$ cat src/design/vpce_map.svh
// Address map, field layout and codes of the virtual port block
// Contract
// - Map nibble picks port A..P in order
// - Window access equals physical access to DIR, OUT, IN and FLAGS
// - Pin-choice bit moves clock and event outputs to pin four
// - RTC enable drives RTC clock on C6
// - Event port field: off, C, D, E
// - Event reaches pin only if output
// - Rate field picks 1x, 2x, 4x clock
// - Clock port field: off, C, D, E
// - Clock wins over event on shared pin
// - Clock reaches pin only if output
// - Channel field picks event channel 0..7
// - Input reads pin, zero when buffer off
// - Matching sense on masked pin sets flag
// - Writing one clears flag, zero keeps
// - Sense codes: both, rise, fall, low, off
`ifndef VPCE_MAP_SVH
`define VPCE_MAP_SVH

// ----------------------------------------
// Configuration registers (index, byte = 4 * index)
// ----------------------------------------
`define VPCE_CTRLA_IDX 6'h02
`define VPCE_CTRLB_IDX 6'h03
`define VPCE_CLKEV_IDX 6'h04
`define VPCE_EVCTL_IDX 6'h06
`define VPCE_IRQ_STAT_IDX 6'h08
`define VPCE_IRQ_CLR_IDX 6'h09
`define VPCE_IRQ_EN_IDX 6'h0A

// ----------------------------------------
// Windows and physical port banks
// ----------------------------------------
`define VPCE_VP_BASE 12'h040
`define VPCE_VP_END 12'h080
`define VPCE_PP_BASE 12'h100
`define VPCE_PP_END 12'h300
`define VPCE_P_DIR 3'h0
`define VPCE_P_OUT 3'h1
`define VPCE_P_IN 3'h2
`define VPCE_P_FLAGS 3'h3
`define VPCE_P_MASK0 3'h4
`define VPCE_P_MASK1 3'h5
`define VPCE_P_SENSE 3'h6

// ----------------------------------------
// Reset values and codes
// ----------------------------------------
`define VPCE_CLKEV_RST 8'h00
`define VPCE_PIN_ALT 3'h4
`define VPCE_PIN_DEF 3'h7
`define VPCE_RTC_PIN 3'h6
`define VPCE_PORT_C 4'h2
`define VPCE_ROUTE_OFF 2'h0
`define VPCE_RATE_1X 2'h0
`define VPCE_RATE_2X 2'h1
`define VPCE_RATE_4X 2'h2
`define VPCE_SNS_BOTH 3'h0
`define VPCE_SNS_RISE 3'h1
`define VPCE_SNS_FALL 3'h2
`define VPCE_SNS_LOW 3'h3
`define VPCE_SNS_OFF 3'h7
`define VPCE_RESP_OKAY 2'h0
`define VPCE_RESP_SLVERR 2'h2

`endif

$ cat src/design/vpce_pkg.sv
// Types shared by the virtual port block
package vpce_pkg;

	typedef struct packed {
		logic pin_choice;
		logic rtc_en;
		logic [1:0] ev_port;
		logic [1:0] rate;
		logic [1:0] clk_port;
	} vpce_clkev_s;

	typedef struct packed {
		logic awvalid;
		logic [11:0] awaddr;
		logic wvalid;
		logic [31:0] wdata;
		logic [3:0] wstrb;
		logic bready;
		logic arvalid;
		logic [11:0] araddr;
		logic rready;
	} vpce_axi_req_s;

	typedef struct packed {
		logic awready;
		logic wready;
		logic bvalid;
		logic [1:0] bresp;
		logic arready;
		logic rvalid;
		logic [31:0] rdata;
		logic [1:0] rresp;
	} vpce_axi_rsp_s;

	typedef enum logic [1:0] {RG_NONE, RG_CFG, RG_PORT} vpce_region_e;

	typedef struct packed {
		vpce_region_e region;
		logic [5:0] sel;
		logic [3:0] port;
	} vpce_dec_s;

	typedef struct packed {
		logic [7:0] s1;
		logic [7:0] s2;
		logic [7:0] prev;
		logic [7:0] lvl;
		logic [1:0] hit;
	} vpce_sense_s;

endpackage

$ cat src/design/vpce_sense.sv
// Pin synchroniser, input gating and sense detection of one port
`timescale 1ns/1ps
`include "vpce_map.svh"
module vpce_sense import vpce_pkg::*; (
	// Clock and reset
	input wire logic mclk,
	input wire logic nrst,
	// Pins and configuration
	input wire logic [7:0] pin_in,
	input wire logic [23:0] sense,
	input wire logic [7:0] mask0,
	input wire logic [7:0] mask1,
	// Results
	output logic [7:0] lvl,
	output logic [1:0] hit
);
	vpce_sense_s st;
	vpce_sense_s nx;

	always_comb begin
		logic [2:0] cfg;
		logic [7:0] m;
		cfg = 3'h0;
		m = 8'h00;
		nx = st;
		nx.s1 = pin_in;
		nx.s2 = st.s1;
		nx.prev = st.s2;
		for (int i = 0; i < 8; i++) begin
			cfg = sense[i*3 +: 3];
			case (cfg)
			`VPCE_SNS_BOTH: m[i] = st.s2[i] ^ st.prev[i];
			`VPCE_SNS_RISE: m[i] = st.s2[i] & ~st.prev[i];
			`VPCE_SNS_FALL: m[i] = ~st.s2[i] & st.prev[i];
			`VPCE_SNS_LOW: m[i] = ~st.s2[i];
			default: m[i] = 1'b0;
			endcase
			nx.lvl[i] = (cfg == `VPCE_SNS_OFF) ? 1'b0 : st.s2[i];
		end
		nx.hit[0] = |(m & mask0);
		nx.hit[1] = |(m & mask1);
	end

	always_ff @(posedge mclk) begin
		if (!nrst) begin
			st <= '0;
		end else begin
			st <= nx;
		end
	end

	assign lvl = st.lvl;
	assign hit = st.hit;
endmodule

$ cat src/design/vpce_top.sv
// Virtual port windows, port banks and clock/event pin routing
//
// Added by the designer: the AXI4-Lite slave port.
`timescale 1ns/1ps
`include "vpce_map.svh"
module vpce_top import vpce_pkg::*; #(
	parameter int NUM_PORTS = 6
) (
	// Clock and reset
	input wire logic mclk,
	input wire logic nrst,
	// Register bus
	input wire vpce_axi_req_s axi_req,
	output vpce_axi_rsp_s axi_rsp,
	// Pins
	input wire logic [NUM_PORTS-1:0][7:0] pin_in,
	output logic [NUM_PORTS-1:0][7:0] pin_out,
	output logic [NUM_PORTS-1:0][7:0] pin_oe,
	// Clock and event sources
	input wire logic rtc_clk,
	input wire logic [7:0] ev_chan,
	// Interrupt
	output logic irq
);
	localparam int NP = NUM_PORTS;

	typedef struct packed {
		logic aw_rdy;
		logic w_rdy;
		logic [11:0] awaddr;
		logic [31:0] wdata;
		logic [3:0] wstrb;
		logic bvalid;
		logic [1:0] bresp;
		logic ar_rdy;
		logic rvalid;
		logic [1:0] rresp;
		logic [31:0] rdata;
		logic [15:0] maps;
		vpce_clkev_s clkev;
		logic [2:0] evsel;
		logic [NP-1:0][7:0] dir;
		logic [NP-1:0][7:0] out;
		logic [NP-1:0][1:0] flags;
		logic [NP-1:0][7:0] mask0;
		logic [NP-1:0][7:0] mask1;
		logic [NP-1:0][23:0] sense;
		logic [NP-1:0] stat;
		logic [NP-1:0] en;
		logic irq;
		logic [2:0] div;
		logic rtc_s1;
		logic rtc_s2;
		logic [NP-1:0][7:0] pin_out;
		logic [NP-1:0][7:0] pin_oe;
	} vpce_state_s;

	vpce_state_s st;
	vpce_state_s nx;
	logic [NP-1:0][7:0] lvl_w;
	logic [NP-1:0][1:0] hit_w;
	vpce_dec_s rdec;
	vpce_dec_s wdec;
	logic do_wr;

	// ----------------------------------------
	// Helpers
	// ----------------------------------------
	function automatic vpce_dec_s decode(input logic [11:0] a,
			input logic [15:0] maps);
		vpce_dec_s d;
		logic [11:0] off;
		d = '0;
		off = a - `VPCE_PP_BASE;
		d.region = RG_NONE;
		if (a[1:0] != 2'h0) begin
			d.region = RG_NONE;
		end else if (a < `VPCE_VP_BASE) begin
			d.region = RG_CFG;
			d.sel = a[7:2];
		end else if (a < `VPCE_VP_END) begin
			d.region = RG_PORT;
			d.sel = {4'h0, a[3:2]};
			d.port = maps[{a[5:4], 2'b00} +: 4];
		end else if (a >= `VPCE_PP_BASE && a < `VPCE_PP_END) begin
			d.region = (a[4:2] > `VPCE_P_SENSE) ? RG_NONE : RG_PORT;
			d.sel = {3'h0, a[4:2]};
			d.port = off[8:5];
		end
		return d;
	endfunction

	function automatic logic [31:0] merge(input logic [31:0] old,
			input logic [31:0] wd, input logic [3:0] ws);
		logic [31:0] r;
		r = old;
		for (int b = 0; b < 4; b++) begin
			if (ws[b]) begin
				r[b*8 +: 8] = wd[b*8 +: 8];
			end
		end
		return r;
	endfunction

	// ----------------------------------------
	// Port sense units
	// ----------------------------------------
	for (genvar p = 0; p < NP; p++) begin : g_port
		vpce_sense u_sense (
			.mclk(mclk),
			.nrst(nrst),
			.pin_in(pin_in[p]),
			.sense(st.sense[p]),
			.mask0(st.mask0[p]),
			.mask1(st.mask1[p]),
			.lvl(lvl_w[p]),
			.hit(hit_w[p])
		);
	end

	assign rdec = decode(axi_req.araddr, st.maps);
	assign wdec = decode(st.awaddr, st.maps);
	assign do_wr = !st.aw_rdy && !st.w_rdy && !st.bvalid;

	// ----------------------------------------
	// Next state
	// ----------------------------------------
	always_comb begin
		logic [31:0] rd;
		logic ok;
		logic [NP-1:0][1:0] clr;
		logic [NP-1:0] sclr;
		logic [2:0] pin;
		logic wave;
		logic evl;
		rd = 32'h0000_0000;
		ok = 1'b1;
		clr = '0;
		sclr = '0;
		pin = `VPCE_PIN_DEF;
		wave = 1'b0;
		evl = 1'b0;
		nx = st;

		// Write channels
		if (axi_req.awvalid && st.aw_rdy) begin
			nx.aw_rdy = 1'b0;
			nx.awaddr = axi_req.awaddr;
		end
		if (axi_req.wvalid && st.w_rdy) begin
			nx.w_rdy = 1'b0;
			nx.wdata = axi_req.wdata;
			nx.wstrb = axi_req.wstrb;
		end
		if (st.bvalid && axi_req.bready) begin
			nx.bvalid = 1'b0;
			nx.aw_rdy = 1'b1;
			nx.w_rdy = 1'b1;
		end
		if (do_wr) begin
			nx.bvalid = 1'b1;
			nx.bresp = `VPCE_RESP_OKAY;
			case (wdec.region)
			RG_CFG: begin
				case (wdec.sel)
				`VPCE_CTRLA_IDX: nx.maps[7:0] =
					8'(merge({24'h0, st.maps[7:0]}, st.wdata, st.wstrb));
				`VPCE_CTRLB_IDX: nx.maps[15:8] =
					8'(merge({24'h0, st.maps[15:8]}, st.wdata, st.wstrb));
				`VPCE_CLKEV_IDX: nx.clkev =
					8'(merge({24'h0, st.clkev}, st.wdata, st.wstrb));
				`VPCE_EVCTL_IDX: nx.evsel =
					3'(merge({29'h0, st.evsel}, st.wdata, st.wstrb));
				`VPCE_IRQ_CLR_IDX: sclr =
					NP'(merge(32'h0, st.wdata, st.wstrb));
				`VPCE_IRQ_EN_IDX: nx.en =
					NP'(merge(32'(st.en), st.wdata, st.wstrb));
				`VPCE_IRQ_STAT_IDX: ok = 1'b1;
				default: ok = 1'b0;
				endcase
			end
			RG_PORT: begin
				for (int p = 0; p < NP; p++) begin
					// Ports beyond NP never match here
					if (32'(wdec.port) == p) begin
						case (wdec.sel[2:0])
						`VPCE_P_DIR: nx.dir[p] =
							8'(merge({24'h0, st.dir[p]}, st.wdata, st.wstrb));
						`VPCE_P_OUT: nx.out[p] =
							8'(merge({24'h0, st.out[p]}, st.wdata, st.wstrb));
						`VPCE_P_FLAGS: clr[p] =
							2'(merge(32'h0, st.wdata, st.wstrb));
						`VPCE_P_MASK0: nx.mask0[p] =
							8'(merge({24'h0, st.mask0[p]}, st.wdata, st.wstrb));
						`VPCE_P_MASK1: nx.mask1[p] =
							8'(merge({24'h0, st.mask1[p]}, st.wdata, st.wstrb));
						`VPCE_P_SENSE: nx.sense[p] =
							24'(merge({8'h0, st.sense[p]}, st.wdata, st.wstrb));
						default: nx.sense[p] = st.sense[p];
						endcase
					end
				end
			end
			default: ok = 1'b0;
			endcase
			nx.bresp = ok ? `VPCE_RESP_OKAY : `VPCE_RESP_SLVERR;
		end

		// Read channel
		if (st.rvalid && axi_req.rready) begin
			nx.rvalid = 1'b0;
			nx.ar_rdy = 1'b1;
		end
		if (axi_req.arvalid && st.ar_rdy) begin
			ok = 1'b1;
			case (rdec.region)
			RG_CFG: begin
				case (rdec.sel)
				`VPCE_CTRLA_IDX: rd = {24'h0, st.maps[7:0]};
				`VPCE_CTRLB_IDX: rd = {24'h0, st.maps[15:8]};
				`VPCE_CLKEV_IDX: rd = {24'h0, st.clkev};
				`VPCE_EVCTL_IDX: rd = {29'h0, st.evsel};
				`VPCE_IRQ_STAT_IDX: rd = 32'(st.stat);
				`VPCE_IRQ_EN_IDX: rd = 32'(st.en);
				`VPCE_IRQ_CLR_IDX: rd = 32'h0000_0000;
				default: ok = 1'b0;
				endcase
			end
			RG_PORT: begin
				for (int p = 0; p < NP; p++) begin
					if (32'(rdec.port) == p) begin
						case (rdec.sel[2:0])
						`VPCE_P_DIR: rd = {24'h0, st.dir[p]};
						`VPCE_P_OUT: rd = {24'h0, st.out[p]};
						`VPCE_P_IN: rd = {24'h0, lvl_w[p]};
						`VPCE_P_FLAGS: rd = {30'h0, st.flags[p]};
						`VPCE_P_MASK0: rd = {24'h0, st.mask0[p]};
						`VPCE_P_MASK1: rd = {24'h0, st.mask1[p]};
						`VPCE_P_SENSE: rd = {8'h0, st.sense[p]};
						default: rd = 32'h0000_0000;
						endcase
					end
				end
			end
			default: ok = 1'b0;
			endcase
			nx.ar_rdy = 1'b0;
			nx.rvalid = 1'b1;
			nx.rdata = rd;
			nx.rresp = ok ? `VPCE_RESP_OKAY : `VPCE_RESP_SLVERR;
		end

		// Flags, set wins over clear
		for (int p = 0; p < NP; p++) begin
			nx.flags[p] = (st.flags[p] & ~clr[p]) | hit_w[p];
		end
		nx.stat = st.stat & ~sclr;
		for (int p = 0; p < NP; p++) begin
			if (hit_w[p] != 2'h0) begin
				nx.stat[p] = 1'b1;
			end
		end
		nx.irq = |(st.stat & st.en);

		// Clock and event pin routing
		nx.div = st.div + 3'h1;
		nx.rtc_s1 = rtc_clk;
		nx.rtc_s2 = st.rtc_s1;
		pin = st.clkev.pin_choice ? `VPCE_PIN_ALT : `VPCE_PIN_DEF;
		case (st.clkev.rate)
		`VPCE_RATE_1X: wave = st.div[2];
		`VPCE_RATE_2X: wave = st.div[1];
		`VPCE_RATE_4X: wave = st.div[0];
		default: wave = 1'b0;
		endcase
		evl = ev_chan[st.evsel];
		for (int p = 0; p < NP; p++) begin
			nx.pin_out[p] = st.out[p];
			nx.pin_oe[p] = st.dir[p];
			if (st.clkev.ev_port != `VPCE_ROUTE_OFF &&
					32'(st.clkev.ev_port) + 1 == p && st.dir[p][pin]) begin
				nx.pin_out[p][pin] = evl;
			end
			if (st.clkev.clk_port != `VPCE_ROUTE_OFF &&
					32'(st.clkev.clk_port) + 1 == p && st.dir[p][pin]) begin
				nx.pin_out[p][pin] = wave;
			end
			if (st.clkev.rtc_en && p == 32'(`VPCE_PORT_C)) begin
				nx.pin_out[p][`VPCE_RTC_PIN] = st.rtc_s2;
				nx.pin_oe[p][`VPCE_RTC_PIN] = 1'b1;
			end
		end
	end

	always_ff @(posedge mclk) begin
		if (!nrst) begin
			st <= '0;
			st.aw_rdy <= 1'b1;
			st.w_rdy <= 1'b1;
			st.ar_rdy <= 1'b1;
			st.clkev <= `VPCE_CLKEV_RST;
		end else begin
			st <= nx;
		end
	end

	assign axi_rsp.awready = st.aw_rdy;
	assign axi_rsp.wready = st.w_rdy;
	assign axi_rsp.bvalid = st.bvalid;
	assign axi_rsp.bresp = st.bresp;
	assign axi_rsp.arready = st.ar_rdy;
	assign axi_rsp.rvalid = st.rvalid;
	assign axi_rsp.rdata = st.rdata;
	assign axi_rsp.rresp = st.rresp;
	assign pin_out = st.pin_out;
	assign pin_oe = st.pin_oe;
	assign irq = st.irq;

	// ----------------------------------------
	// Assertions
	// ----------------------------------------
	property p_clkev_reset;
		@(posedge mclk) !nrst |=> st.clkev == `VPCE_CLKEV_RST;
	endproperty
	a_clkev_reset: assert property (p_clkev_reset) else $error("ctl not reset");

	property p_flag_set;
		@(posedge mclk) disable iff (!nrst) hit_w[3][0] |=> st.flags[3][0];
	endproperty
	a_flag_set: assert property (p_flag_set) else $error("flag lost");

	property p_flag_clr;
		@(posedge mclk) disable iff (!nrst)
		do_wr && wdec.region == RG_PORT && wdec.port == 4'h3 &&
		wdec.sel == 6'(`VPCE_P_FLAGS) && st.wstrb[0] && st.wdata[0] &&
		!hit_w[3][0] |=> !st.flags[3][0];
	endproperty
	a_flag_clr: assert property (p_flag_clr) else $error("flag kept");

	property p_win0_dir;
		@(posedge mclk) disable iff (!nrst)
		axi_req.arvalid && st.ar_rdy && axi_req.araddr == `VPCE_VP_BASE &&
		st.maps[3:0] == 4'h0 |=> st.rdata[7:0] == $past(st.dir[0]);
	endproperty
	a_win0_dir: assert property (p_win0_dir) else $error("window read bad");

	property p_unimpl;
		@(posedge mclk) disable iff (!nrst)
		axi_req.arvalid && st.ar_rdy && rdec.region == RG_PORT &&
		32'(rdec.port) >= NP |=> st.rdata == 32'h0000_0000;
	endproperty
	a_unimpl: assert property (p_unimpl) else $error("ghost port data");

	property p_clk_prio;
		@(posedge mclk) disable iff (!nrst)
		st.clkev.clk_port == 2'h1 && st.clkev.ev_port == 2'h1 &&
		st.clkev.rate == `VPCE_RATE_4X && !st.clkev.pin_choice && st.dir[2][7]
		|=> st.pin_out[2][7] == $past(st.div[0]);
	endproperty
	a_clk_prio: assert property (p_clk_prio) else $error("clock lost");

	property p_ev_nodir;
		@(posedge mclk) disable iff (!nrst)
		st.clkev.ev_port == 2'h1 && st.clkev.clk_port != 2'h1 &&
		!st.clkev.pin_choice && !st.dir[2][7]
		|=> st.pin_out[2][7] == $past(st.out[2][7]);
	endproperty
	a_ev_nodir: assert property (p_ev_nodir) else $error("event on input");

	property p_ev_route;
		@(posedge mclk) disable iff (!nrst)
		st.clkev.ev_port == 2'h2 && st.clkev.clk_port != 2'h2 &&
		st.clkev.pin_choice && st.dir[3][4]
		|=> st.pin_out[3][4] == $past(ev_chan[st.evsel]);
	endproperty
	a_ev_route: assert property (p_ev_route) else $error("event missing");

	property p_rtc;
		@(posedge mclk) disable iff (!nrst)
		st.clkev.rtc_en |=> st.pin_oe[2][6] && st.pin_out[2][6] == $past(st.rtc_s2);
	endproperty
	a_rtc: assert property (p_rtc) else $error("rtc clock missing");

	property p_irq;
		@(posedge mclk) disable iff (!nrst)
		1'b1 |=> st.irq == $past(|(st.stat & st.en));
	endproperty
	a_irq: assert property (p_irq) else $error("irq mismatch");

	property p_rd_answer;
		@(posedge mclk) disable iff (!nrst)
		axi_req.arvalid && st.ar_rdy |=> st.rvalid && !st.ar_rdy;
	endproperty
	a_rd_answer: assert property (p_rd_answer) else $error("read not answered");

	c_write: cover property (@(posedge mclk) do_wr);
	c_read: cover property (@(posedge mclk) st.rvalid && axi_req.rready);
	c_flag: cover property (@(posedge mclk) st.flags[3] != 2'h0);
	c_irq: cover property (@(posedge mclk) st.irq);
endmodule

$ cat config.mk
export PLATFORM = sky130hd
export DESIGN_NAME = vpce_top
export DESIGN_NICKNAME = d
export VERILOG_FILES = /design/src/design/vpce_pkg.sv /design/src/design/vpce_sense.sv /design/src/design/vpce_top.sv
export VERILOG_INCLUDE_DIRS = /design/src /design/src/design
export SDC_FILE = /design/constraint.sdc
export NUM_CORES = 2
export LEC_CHECK = 0
export BUFFER_PORTS_ARGS = -buffer_cell sky130_fd_sc_hd__buf_2
export CAP_MARGIN = 15
export CORE_MARGIN = 4
export CORE_UTILIZATION = 45
export CTS_CLUSTER_DIAMETER = 120
export DETAILED_ROUTE_END_ITERATION = 8
export PLACE_DENSITY_LB_ADDON = 0.2
export RECOVER_POWER = 50
export SETUP_SLACK_MARGIN = 0.4
export SKIP_CTS_REPAIR_TIMING = 1
export SLEW_MARGIN = 40
export SYNTH_ARGS = -nofsm -noshare
export SYNTH_HDL_FRONTEND = slang
export SYNTH_SLANG_ARGS = --single-unit
$ cat constraint.sdc
create_clock -name mclk -period 7 [get_ports mclk]
set_clock_uncertainty 0.15 [all_clocks]
set_input_delay 1.4 -clock mclk [delete_from_list [all_inputs] [get_ports mclk]]
set_output_delay 1.4 -clock mclk [all_outputs]
set_load 0.005 [all_outputs]
* Word-level counts from Yosys, hierarchy flattened
Cells that the tools add are included. Widths: inputs -> output; s select.
Word-level totals: register bits 773, input bits 124
Operators by class: bitwise operators 274, muxes and demuxes 151, add/subtract/negate cells 5, shifts and indexed selects 2, reduce and logical (&&, ||, !) cells 215, equal/unequal tests 243, order comparisons 13
Operator list (count):
- $pmux 24 s7 | 6
- $eq 3x2->1 const B | 99
- $reduce_and 5->1 | 42
- $pmux 1 s4 | 48
- $eq 3x3->1 const B | 56
- $mux 32 | 5
- $eq 3x1->1 const B | 50
- $logic_not 3->1 | 50
- $eq 32x2->1 const B | 4
- $mux 8 | 14
- $reduce_or 2->1 | 49
- $not 1->1 | 97
- $and 1x1->1 | 96
- $and 8x8->8 | 12
- $bwmux 8 | 12
- $reduce_or 8->1 | 12
- $mux 12 | 6
- $eq 32x1->1 const B | 2
- $eq 32x3->1 const B | 2
- $logic_not 32->1 | 2
- $pmux 32 s2 | 1
- $pmux 8 s6 | 1
- $xor 1x1->1 | 48
- $eq 6x4->1 const B | 6
- 43 further kinds | 183

* Depth between registers and ports, before layout
depth after elaboration 16, depth in mapped cells 12, mapped depth without buffers 8

* Modules after synthesis
Synthesis repeated with hierarchy kept, for this count alone.
Unflattened totals: cells, all modules 3936, area total of the unflattened synthesis 34411.8 um2
Modules (own cells, without submodules):
- vpce_top | cells each 2772, area an instance 24051.8 um2, times used 1
- vpce_sense | cells each 194, area an instance 1726.7 um2, times used 6

* Worst setup path before layout
Ideal clock, no wire load.
path type input port to flip-flop, from in axi_req[7] (netlist bit), to reg st (netlist bit axi_rsp[9]), arrival time 3644 ps, path buffers 3, data required time 6733 ps, setup slack 3089 ps, stages on the path 11, cells stage by stage buf_2 or3b_1 o21ai_4 buf_4 buf_4 mux2_2 a221oi_1 a21oi_1 a221oi_1 o21ai_0 a22o_1
On the way: cells in the longest elaborated chain, start to end 15, elaborated cells on any way between the ends 47, classes of those cells add/sub (1); order compare (4); eq/ne (19); mux (20); reduce/logical (3)
Ends and longest elaborated chain:
- start: declaration | line vpce_top.sv:13 | input wire vpce_axi_req_s axi_req,
- $ge 12x9->1 (no line) or $lt 12x10->1 (tied branches)
- $logic_and 1x1->1 (no line)
- $mux 12 | line vpce_top.sv:85 | end else if (a >= `VPCE_PP_BASE && a < `VPCE_PP_END) begin
- $mux 12 | line vpce_top.sv:81 | end else if (a < `VPCE_VP_END) begin
- $mux 8 | line vpce_top.sv:78 | end else if (a < `VPCE_VP_BASE) begin
- $mux 10 | line vpce_top.sv:76 | if (a[1:0] != 2'h0) begin
- $eq 3x3->1 (tied with other cells) | line vpce_top.sv:232 | case (rdec.sel[2:0])
- $pmux 24 s7 | line vpce_top.sv:232
- $mux 24 | line vpce_top.sv:231 | if (32'(rdec.port) == p) begin
- $mux 32 (5 in a row) | line vpce_top.sv:231
- $pmux 32 s2 (*) | line vpce_top.sv:216 | case (rdec.region)
- end signal: assignment | line vpce_top.sv:303 | st <= nx;
- end: declaration | line vpce_top.sv:58 | vpce_state_s st;
Every way passes the cells marked *; elsewhere a longest branch is shown, timed or not. A chain may end at the register's enable or synchronous reset.

==> key figures <==
Global route
  – Largest net degree at the start of global routing: 224
  – Vias in the first global route: 24699
  – Initial antenna violation count: 1
  – Grt total ovfl: 0
  – GRT Overall Usage: 27.7%
  – First-pass GRT wire length: 162000 um

Yosys
  – Asr flop ratio synth: 0%
  – Flops & latches, synth: 763
  – Register area share after synthesis: roughly 46%
  – Commonest cells post-synth: dfxtp_1 (763), nand2_1 (349), o21ai_0 (294)
  – Post-Synth XOR/XNOR Area: 0.0798%
  – Synth Area in Compound Gates: 14.6%
  – Largest area contributor in the synthesized netlist: dfxtp_1
  – Syn Std Cell Area: approximately 33000 um2
  – Synth top area cells: dfxtp_1 (46%), mux2i_1 (4.6%), o21ai_0 (4.5%), mux4_2 (4.1%), nand2_1 (4.0%)
  – Post-synth top area share: a little under half
  – Main combinational cell family by area after synthesis: simple AND/OR/NAND/NOR gates
  – Synth Area in Adders: 3.69%
  – Synth Area in Simple Gates: 16.9%
  – Multiplexer area fraction after synthesis: between 10% and 20%
  – Mapped Cells: 3529
  – Average cell area after synthesis: approximately 9.3 um2
  – Most common cell in the synthesized netlist: dfxtp_1
  – Post-synth EDFFs: 0
  – Most common flop cell mapped by yosys: dfxtp_1
  – Warnings from Yosys: 0
  – Synth cell types: a little over 90

Clock network
  – Max clock buf depth: 3
  – Worst-Skew Late Latency: ~0.65 ns
  – CTS buffer count: 82
  – CTS tree: yes
  – Clock root cell: clkbuf_16
  – H-tree levels: 3
  – Clock-pin slew on the worst setup and hold paths: 0.06 ns
  – # clock sinks: between 700 and 800

Finish
  – Final Cell Area: 36700 um2
  – Antenna cell count: 0
  – Area grow syn2layout: 11.4%
  – Share of cells above drive strength 1: between 10% and 20%
  – Filler cells: 6910
  – NumNets Final: 3787

Drt
  – Initial DRC count: 3281
  – Vias/cell: about 5.8
  – Detailed-route via count: 26535
  – DRC: 0
  – Final ANT Viol Nets: 0
  – First-pass DRT Iterations: 8
  – Avg WL per Cell: 24.3 um
  – Routed wire length: 111000 um

Critical path
  – Worst EP arrival: ~5.2 ns
  – Slowest cell on crit path: clkbuf_1
  – Crit-path max FO: about 140
  – Crit-path max cell delay: between 2 and 2.5 ns
  – Kind of start point of the critical path: input pin
  – Worst Path Required: 7.41 ns
  – Critical path cell sequence: buf_8 -> clkbuf_1 -> buf_16 -> and2_0 -> nand2_1 -> o21ai_0
  – Crit path capture type: flop
  – Crit Path Class: input pin to flop

Power and ir drop
  – Pwr Density: ~260 nW/um2
  – Leak: 0.0143 uW
  – Peak VDD IR: between 0.0002 and 0.00025 V

Place
  – Placement Cell Area: 34000 um2
  – Placement Setup Slack: 1.96 ns
  – GPL Wtd Cong: between 0.9 and 1
  – DP Wirelength: 80300 um
  – IO buf count: 242

STA
  – Final setup violation count: 0
  – Unrepaired setup endpoints after global routing: no
  – Final worst path period share: between 60 and 70%
  – Min Tclk post-route: between 4 and 5 ns
  – Setup TNS: 0 ns
  – Worst rel slew slack: -119%
  – Max Slew Vio Count: 212
  – Worst slew pin tran: between 3 and 4 ns
  – FMAX: ~0.21 GHz
  – PnR worst setup slack: ~2.2 ns
  – Final hold viol count: 0

Die
  – Die area: 77600 um2
  – Ports: 262
  – Die W: 279 um
  – Initial Util: a little under half
  – Die Y-Extent: roughly 280 um
  – Number of core rows: 98
  – Core area: 72000 um2

Worst hold path
  – Worst Hold Class: flop to flop

Run
  – Max Cap Violations: 4

Run status
  – Status: complete, but fails checks
  – Failing checks: capacitance limit, slew limit
through the flow:
step,util [%],hold slack (ns),power (uW),std cells
floorplan,-,0.262,4820,3538
global placement,47.1,0.265,5000,4427
detailed placement,47.2,0.267,5010,4430
CTS,51.1,0.266,9500,4581
global route,50.9,0.288,9710,4583
finish,50.9,0.263,9430,4583
placed cells by master (no fill, tap or decap), drive strengths merged, types with 4 or more instances in the layout:
cell type  instances
nand4b             7
a222oi            18
or2               13
o2bb2ai            5
a211oi            16
a221o              4
mux2i            150
a221oi            28
and2             164
nor2b             48
clkbuf           177
ha                97
nor3              29
nor4               9
o21ai            303
or3                4
nand3            223
conb              10
nor2             230
mux2              43
a22o               6
nand2            349
dfxtp            763
a21oi            138
clkinv            24
o22ai             11
buf              227
mux4              61
a41oi             16
and4               4
o211ai            12
a31oi             17
inv              196
clkinvlp           6
nand4             17
bufinv             9
a22oi             95
and3               4
a311oi            53
final timing paths:
check                                start                        to  slack (ns)  depth (start not counted)
hold / removal    g_port[2].u_sense.nx[22]  g_port[2].u_sense.nx[14]        0.26                          1
setup / recovery                      nrst                    nx[16]        2.19                          6
setup reg to reg                   st[569]                   st[127]        3.02                          8
hold reg to reg   g_port[2].u_sense.nx[22]  g_port[2].u_sense.nx[14]        0.26                          1
registers in the layout, summed over array words and instances (netlist names):
name and cells:
st 383, g_port.u_sense.nx 96, g_port.u_sense.lvl 48, g_port.u_sense.st 48, nx 48, pin_oe 48
pin_out 48, axi_rsp 31, g_port.u_sense.hit 12, irq 1
critical path: cells and delay by family:
family	cells	cell delay, ns
AND/OR/NAND/NOR	2	0.31
buffers and inverters	3	3.23
AO/OA/AOI/OAI	1	0.08
where the power goes:
group          internal (uW)  total, uW  switching, uW
clock                   2670       4510           1840
sequential              4400       4460           54.7
combinational            147        459            313
layout make-up:
type	count	area (um2)	share of cell area, %
inverters	194	736	2.01
clock inverters	41	490	1.34
flip-flops and latches	763	15300	41.7
multi-input cells	2231	15100	41.1
clock buffers	110	2320	6.33
repair buffers	294	1580	4.30
well taps	950	1190	3.24
metal layers:
metal | up-vias | GRT usage (%) | share of wire, %
li1 | 12303 | - | -
met1 | 12615 | 38.6 | 43
met2 | 1362 | 43.0 | 44
met3 | 253 | 5.05 | 9.2
met4 | 2 | 10.4 | 4.5
met5 | - | 0 | 0.012
cells by family (layout without fill, tap and decap cells):
group,after synthesis,after routing
AND/OR/NAND/NOR,1116,1116
other,1,10
multiplexers,254,254
XOR/XNOR,3,3
buffers and inverters,544,639
AO/OA/AOI/OAI,751,751
adder cells (fa/ha/maj),97,97
flip-flops,763,763
(Power assumes the default switching activity.)
